$ cat config.mk
export PLATFORM = sky130hd
export DESIGN_NAME = ptw2_regs
export DESIGN_NICKNAME = d
export VERILOG_FILES = /design/src/logic/ptw2_pkg.sv /design/src/logic/ptw2_hit_decode.sv /design/src/logic/ptw2_regs.sv
export SDC_FILE = /design/constraint.sdc
export NUM_CORES = 1
export LEC_CHECK = 0
export BUFFER_PORTS_ARGS = -buffer_cell sky130_fd_sc_hd__buf_2
export CORE_UTILIZATION = 41
export CTS_CLUSTER_SIZE = 16
export DETAILED_ROUTE_END_ITERATION = 8
export GPL_ROUTABILITY_DRIVEN = 0
export PLACE_DENSITY_LB_ADDON = 0.05
export SLEW_MARGIN = 20
export SYNTH_ARGS = -nofsm -noshare
export SYNTH_HDL_FRONTEND = slang
export SYNTH_HIERARCHICAL = 1
export SYNTH_SLANG_ARGS = --single-unit
$ cat constraint.sdc
create_clock -name CORE_CLK -period 4 [get_ports CORE_CLK]
set_input_delay 1.2 -clock CORE_CLK [delete_from_list [all_inputs] [get_ports CORE_CLK]]
set_output_delay 1.2 -clock CORE_CLK [all_outputs]
set_load 0.01 [all_outputs]
$ cat src/logic/ptw2_pkg.sv
package ptw2_pkg;

  // Register byte addresses on the local register port
  localparam logic [31:0] BASE_REG_OFFSET     = 32'h0f000d18;
  localparam logic [31:0] IRQ_REG_OFFSET      = 32'h0f000d3c;

  // Base address register field positions
  localparam int          BASE_TOP_MSB        = 31;
  localparam int          BASE_TOP_LSB        = 28;
  localparam int          BASE_MASKED_MSB     = 27;
  localparam int          BASE_MASKED_LSB     = 21;
  localparam int          PREFETCH_BIT        = 3;
  localparam int          TYPE_MSB            = 2;
  localparam int          TYPE_LSB            = 1;
  localparam int          MEM_SPACE_BIT       = 0;

  // Base address register fixed and reset values
  localparam logic [3:0]  BASE_TOP_RESET      = 4'h0;
  localparam logic [6:0]  BASE_MASKED_RESET   = 7'h00;
  localparam logic [16:0] BASE_LOW_ZERO       = 17'h00000;
  localparam logic        PREFETCH_RESET      = 1'b1;
  localparam logic [1:0]  TYPE_ANY_32BIT      = 2'h0;
  localparam logic        MEM_SPACE_MEMORY    = 1'b0;

  // Interrupt register fields and values
  localparam int          IRQ_PIN_MSB         = 15;
  localparam int          IRQ_PIN_LSB         = 8;
  localparam int          IRQ_LINE_MSB        = 7;
  localparam int          IRQ_LINE_LSB        = 0;
  localparam logic [7:0]  IRQ_PIN_CODE        = 8'h01;
  localparam logic [7:0]  IRQ_LINE_RESET      = 8'h00;
  localparam logic [15:0] IRQ_RESERVED_ZERO   = 16'h0000;

  localparam logic [31:0] READ_IDLE_VALUE     = 32'h00000000;

endpackage : ptw2_pkg

$ cat src/logic/ptw2_hit_decode.sv
`timescale 1ns/1ns
// Combinational window hit check for one incoming target address
module ptw2_hit_decode (
  input  wire logic [31:0] addr,        // Incoming target address
  input  wire logic [3:0]  base_top,    // Base bits always compared
  input  wire logic [6:0]  base_masked, // Base bits already ANDed with the mask
  input  wire logic [6:0]  size_mask,   // Window size mask, 1 marks a compared bit
  output logic             hit          // Address falls inside the window
);

  // Bits whose mask is zero lie inside the window and are ignored
  function automatic logic window_match(input logic [31:0] a, input logic [3:0] top,
                                        input logic [6:0] masked, input logic [6:0] m);
    window_match = (a[ptw2_pkg::BASE_TOP_MSB:ptw2_pkg::BASE_TOP_LSB] == top) &&
                   ((a[ptw2_pkg::BASE_MASKED_MSB:ptw2_pkg::BASE_MASKED_LSB] & m) == (masked & m));
  endfunction : window_match

  assign hit = window_match(addr, base_top, base_masked, size_mask);

endmodule : ptw2_hit_decode

$ cat src/logic/ptw2_regs.sv
`timescale 1ns/1ns
module ptw2_regs (
  input  wire logic        CORE_CLK,       // 50 MHz register clock
  input  wire logic        SRST,           // System reset, synchronous, active high
  input  wire logic        RTC_RST,        // Clock-domain reset, synchronous, active high
  input  wire logic [31:0] REG_ADDR,       // Register byte address
  input  wire logic [31:0] REG_WDATA,      // Register write data
  input  wire logic        REG_WR,         // Write strobe, one cycle
  input  wire logic        REG_RD,         // Read strobe, one cycle
  output logic      [31:0] REG_RDATA,      // Read data, valid the cycle after REG_RD
  input  wire logic [6:0]  WIN_SIZE_MASK,  // Window size mask from the window config register
  input  wire logic        TGT_REQ,        // Target memory transaction offered, one cycle
  input  wire logic [31:0] TGT_ADDR,       // Target transaction address
  input  wire logic        TGT_WRITE,      // Target transaction is a write
  output logic             TGT_HIT,        // Offered address lies inside the window
  output logic             FWD_REQ,        // Accepted transaction for the internal bus, one cycle
  output logic      [31:0] FWD_ADDR,       // Forwarded address
  output logic             FWD_WRITE,      // Forwarded direction, 1 is write
  output logic      [31:0] WIN_BASE,       // Current base address register value
  output logic      [7:0]  IRQ_LINE_NOTE   // Interrupt line note for software use
);

  logic        any_reset;
  logic        base_sel;
  logic        irq_sel;
  logic [3:0]  base_top_reg;
  logic [6:0]  base_masked_reg;
  logic        prefetch_reg;
  logic [7:0]  irq_line_reg;
  logic [31:0] base_word;
  logic [31:0] irq_word;
  logic [31:0] rdata_next;
  logic [31:0] rdata_reg;
  logic        hit;
  logic        fwd_req_reg;
  logic [31:0] fwd_addr_reg;
  logic        fwd_write_reg;

  // Either reset source brings the bank back to its reset values
  assign any_reset = SRST | RTC_RST;

  // Address decode of the two words
  always_comb begin
    base_sel = 1'b0;
    irq_sel  = 1'b0;
    if (REG_ADDR == ptw2_pkg::BASE_REG_OFFSET) begin
      base_sel = 1'b1;
    end else if (REG_ADDR == ptw2_pkg::IRQ_REG_OFFSET) begin
      irq_sel = 1'b1;
    end
  end

  // Upper base bits are always stored as written
  always_ff @(posedge CORE_CLK) begin
    if (any_reset) begin
      base_top_reg <= ptw2_pkg::BASE_TOP_RESET;
    end else if (REG_WR && base_sel) begin
      base_top_reg <= REG_WDATA[ptw2_pkg::BASE_TOP_MSB:ptw2_pkg::BASE_TOP_LSB];
    end
  end

  // Masked base bits: a cleared mask bit forces zero, which is how the host
  // sizing read reports the window size; the mask is sampled at write time,
  // so changing it later does not alter an already stored base
  always_ff @(posedge CORE_CLK) begin
    if (any_reset) begin
      base_masked_reg <= ptw2_pkg::BASE_MASKED_RESET;
    end else if (REG_WR && base_sel) begin
      base_masked_reg <= REG_WDATA[ptw2_pkg::BASE_MASKED_MSB:ptw2_pkg::BASE_MASKED_LSB]
                         & WIN_SIZE_MASK;
    end
  end

  // Prefetch flag is read-only; it only takes its reset value
  always_ff @(posedge CORE_CLK) begin
    if (any_reset) begin
      prefetch_reg <= ptw2_pkg::PREFETCH_RESET;
    end
  end

  // Interrupt line note: storage only, steers nothing in hardware
  always_ff @(posedge CORE_CLK) begin
    if (any_reset) begin
      irq_line_reg <= ptw2_pkg::IRQ_LINE_RESET;
    end else if (REG_WR && irq_sel) begin
      irq_line_reg <= REG_WDATA[ptw2_pkg::IRQ_LINE_MSB:ptw2_pkg::IRQ_LINE_LSB];
    end
  end

  // Read views; fixed fields ignore whatever is written to them
  assign base_word = {base_top_reg,
                      base_masked_reg,
                      ptw2_pkg::BASE_LOW_ZERO,
                      prefetch_reg,
                      ptw2_pkg::TYPE_ANY_32BIT,
                      ptw2_pkg::MEM_SPACE_MEMORY};
  assign irq_word  = {ptw2_pkg::IRQ_RESERVED_ZERO,
                      ptw2_pkg::IRQ_PIN_CODE,
                      irq_line_reg};

  // Read mux; unmapped addresses return zero
  always_comb begin
    rdata_next = ptw2_pkg::READ_IDLE_VALUE;
    if (REG_RD && base_sel) begin
      rdata_next = base_word;
    end else if (REG_RD && irq_sel) begin
      rdata_next = irq_word;
    end
  end

  // Read data stands only in the cycle after the strobe, zero otherwise
  always_ff @(posedge CORE_CLK) begin
    if (any_reset) begin
      rdata_reg <= ptw2_pkg::READ_IDLE_VALUE;
    end else begin
      rdata_reg <= rdata_next;
    end
  end

  // Window hit check against the stored base and the live mask
  ptw2_hit_decode u_hit (
    .addr        (TGT_ADDR),
    .base_top    (base_top_reg),
    .base_masked (base_masked_reg),
    .size_mask   (WIN_SIZE_MASK),
    .hit         (hit)
  );

  // Accepted transactions are captured for the internal bus side
  always_ff @(posedge CORE_CLK) begin
    if (any_reset) begin
      fwd_req_reg <= 1'b0;
    end else begin
      fwd_req_reg <= TGT_REQ & hit;
    end
  end

  // Address and direction held until the next accepted transaction
  always_ff @(posedge CORE_CLK) begin
    if (any_reset) begin
      fwd_addr_reg  <= ptw2_pkg::READ_IDLE_VALUE;
      fwd_write_reg <= 1'b0;
    end else if (TGT_REQ && hit) begin
      fwd_addr_reg  <= TGT_ADDR;
      fwd_write_reg <= TGT_WRITE;
    end
  end

  // Outputs
  assign REG_RDATA     = rdata_reg;
  assign TGT_HIT       = TGT_REQ & hit; // Claim is combinational so the target can respond at once
  assign FWD_REQ       = fwd_req_reg;
  assign FWD_ADDR      = fwd_addr_reg;
  assign FWD_WRITE     = fwd_write_reg;
  assign WIN_BASE      = base_word;
  assign IRQ_LINE_NOTE = irq_line_reg;

endmodule : ptw2_regs

==> metrics.md <==
| Metric | Value |
|---|---|
| # diodes | 0 |
| Fillers | 654 |
| Fraction of registers with async set/reset | 0 |
| Switching share of power | 0.212 |
| Initial Utilization | 0.436 |
| Critical Path RT | 2.80 ns |
| Worst hold start | FWD_ADDR[30] |
| Worst slew pin tran | 0.755 ns |
| Clock Tree Root | clkbuf_8 |
| Max reg flops | 32 |
| Vias after detailed routing | 2726 |
| Crit path kind | in -> out |
| Critical Path Source Type | input port |
| TritonCTS Buffers | 9 |
| Initial DRC Count | 80 |
| Post-CTS Setup Repair Bufs | 0 |
| #FFs+latches synth | 73 |
| GRT Total Usage | 0.206 |
| Yosys cell types | 27 |
| Critical R2R Launch | base_masked_reg[2] |
| Number of synthesized flops with an enable pin | 0 |
| RSZ-0062 raised after global routing | false |
| Vias per Instance | 4.48 |
| Worst vdd ir | 0.000216 V |
| Total power | 1.61 mW |
| Post-DRT Antenna Nets | 0 |
| Sequential group share of total power | 0.451 |
| Vias in the first global route | 2363 |
| Hold Crit Depth | 2 |
| Most common cell on crit path | buf_2 |
| Initial antenna violation count | 0 |
| Hpwl dp | 5890 um |
| Hold Path Class | reg -> reg |
| Hold Crit Endpoint | FWD_ADDR[30] |
| Final nets | 618 |
| CP Max Fanout | 2 |
| CP Launch Point | TGT_ADDR[23] |
| DR DRC count | 0 |
| Top cell type's share of synthesized area | 0.483 |
| Clock Path Buffers | 2 |
| Routed len/inst | 13.2 um |
| Mapped Area | 3030 sq um |
| Hold-fix buffers, CTS | 0 |
| Reg-to-reg endpoint | FWD_ADDR[8] |
| Largest area contributor in the netlist | dfxtp_1 |
| Slowest cell on crit path | a222oi_1 |
| Placed insts | 593 |
| Setup crit end kind | output pin |
| I/O Buffers | 170 |
| CTS tree | done |
| Sw power | 0.341 mW |
| F_max | 283 MHz |
| Crit-path cells | buf_2 > xor2_1 > a222oi_1 > nand3_1 > nor2_1 > nand2_1 > clkinv_1 > buf_2 |
| Core area | 6940 sq um |
| Lkg Pwr | 1.94 nW |
| Worst Reg-to-Reg Cells | 9 |
| Final wirelength | 8020 um |
| Die Span X | 87.9 um |
| Final Max Slew Viols | 0 |
| Hold Vio Cnt, Final | 0 |
| Main area contributors after synthesis | dfxtp_1 (48%), nand2_1 (12%), buf_4 (8.4%) |
| Skew-Pair Late Insertion Delay | 0.34 ns |
| TNS Setup | 0 ns |
| Area growth, synth to finish | 36.6% |
| Full die area | 7730 sq um |
| Final Critical Period | 3.54 ns |
| H-tree levels | 3 |
| Post-CTS resize count | 0 |
| CP arrival | 2.34 ns |
| Combinational power share | 0.063 |
| Largest net degree at the start of global routing | 39 |
| Status | finished, final reports clean |
| Post-Syn Area per Cell | 8.90 sq um |
| Pre-antenna DRT Iters | 6 |
| Worst Skew | 0.0125 ns |
| Clock slew at reported path FFs | 0.08 ns |
| Row count | 30 |
| Sequential area share after synthesis | 0.483 |
| Yosys warns | 6 |
| Setup violators final | 0 |
| Die H | 87.9 um |
| Fin cells | 609 |
| Clock sinks | 73 |
| Clock share of power | 0.486 |
| Global-route wire length before repair | 11800 um |
| Global route overflow | 0 |
| Final worst-path cycle share | 0.884 |
| Primary FF master, synth | dfxtp_1 |
| Layout cells sized above 1 | 0.394 |
| Largest stage delay, worst path | 0.39 ns |
| Synth Instances | 340 |
| Commonest non-fill, non-tap cell in the layout | buf_2 |
| Max-cap violations | 0 |
| I/O pin count | 217 |
| Power per cell area | 390 nW/um^2 |
| FF-to-FF setup slack | 2.10 ns |
| Slew headroom | 0.493 |
| Commonest non-fill, non-tap cells in the layout | buf_2 (170), nand2_1 (100), dfxtp_1 (73) |
| Internal | 1.27 mW |
[metal layers]
layer / track usage / part of all wire
met1: 0.233 / 0.40
met2: 0.356 / 0.50
met3: 0.0603 / 0.091
met4: 0.0984 / 0.015
met5: 0 / 0
[worst max-delay path: cells and delay by family]
| kind | cells | cell delay (ns) |
|---|---|---|
| compound gates | 1 | 0.39 |
| simple gates | 3 | 0.29 |
| xor+xnor | 1 | 0.15 |
| buf+inv | 3 | 0.30 |
[power by group through the flow]
stage          Combinational, mW  Clock (mW)  Sequential, mW
4_1_cts                    0.102       0.800           0.726
6_report                   0.101       0.783           0.726
2_1_floorplan             0.0655           0           0.744
3_5_place_dp               0.101           0           0.744
3_3_place_gp               0.100           0           0.744
5_1_grt                    0.112       0.833           0.726
[synthesized netlist by cell type, drive strengths merged (2+ instances only)]
library cell,n
nand3,9
or2,2
buf,34
dfxtp,73
nor4,7
and2,18
nor2,3
mux2i,19
xor2,7
conb,2
clkbuf,15
a21oi,33
a22oi,2
nand4,3
xnor2,4
nor4bb,2
nand2,100
[worst max path at each step]
| stage | endpoint | slack [ns] | cells past startpoint |
|---|---|---|---|
| floorplan | TGT_HIT | 0.38 | 7 |
| global placement | TGT_HIT | 0.48 | 8 |
| detailed placement | TGT_HIT | 0.47 | 8 |
| CTS | TGT_HIT | 0.47 | 8 |
| global route | TGT_HIT | 0.34 | 8 |
| finish | TGT_HIT | 0.46 | 8 |
[metrics by stage]
stage               hold slack (ns)  utilization  instance area, sq um  setup slack, ns
floorplan                     0.481            -                  3140            0.377
global placement              0.439        0.555                  3860            0.483
detailed placement            0.443        0.555                  3860            0.469
CTS                           0.455        0.595                  4130            0.466
global route                  0.468        0.595                  4130            0.344
finish                        0.452        0.595                  4130            0.465
[final cells by class]
class,instances,area [sq um],area share
flip-flops and latches,73,1460,0.354
multi-input cells,247,1380,0.334
repair buffers,175,888,0.215
clock buffers,10,138,0.0333
clock inverters,6,138,0.0333
well taps,96,120,0.0291
inverters,2,7.51,0.00182
[cells by family (layout without fill, tap and decap cells)]
family | Yosys count | count (layout) | share of synthesized area
compound gates | 37 | 37 | 0.0658
xor+xnor | 11 | 11 | 0.0318
buf+inv | 51 | 193 | 0.105
flops | 73 | 73 | 0.483
mux | 19 | 19 | 0.0629
other cells | 2 | 33 | 0.00248
simple gates | 147 | 147 | 0.249
Note: power is estimated with default switching activity, not from simulation.
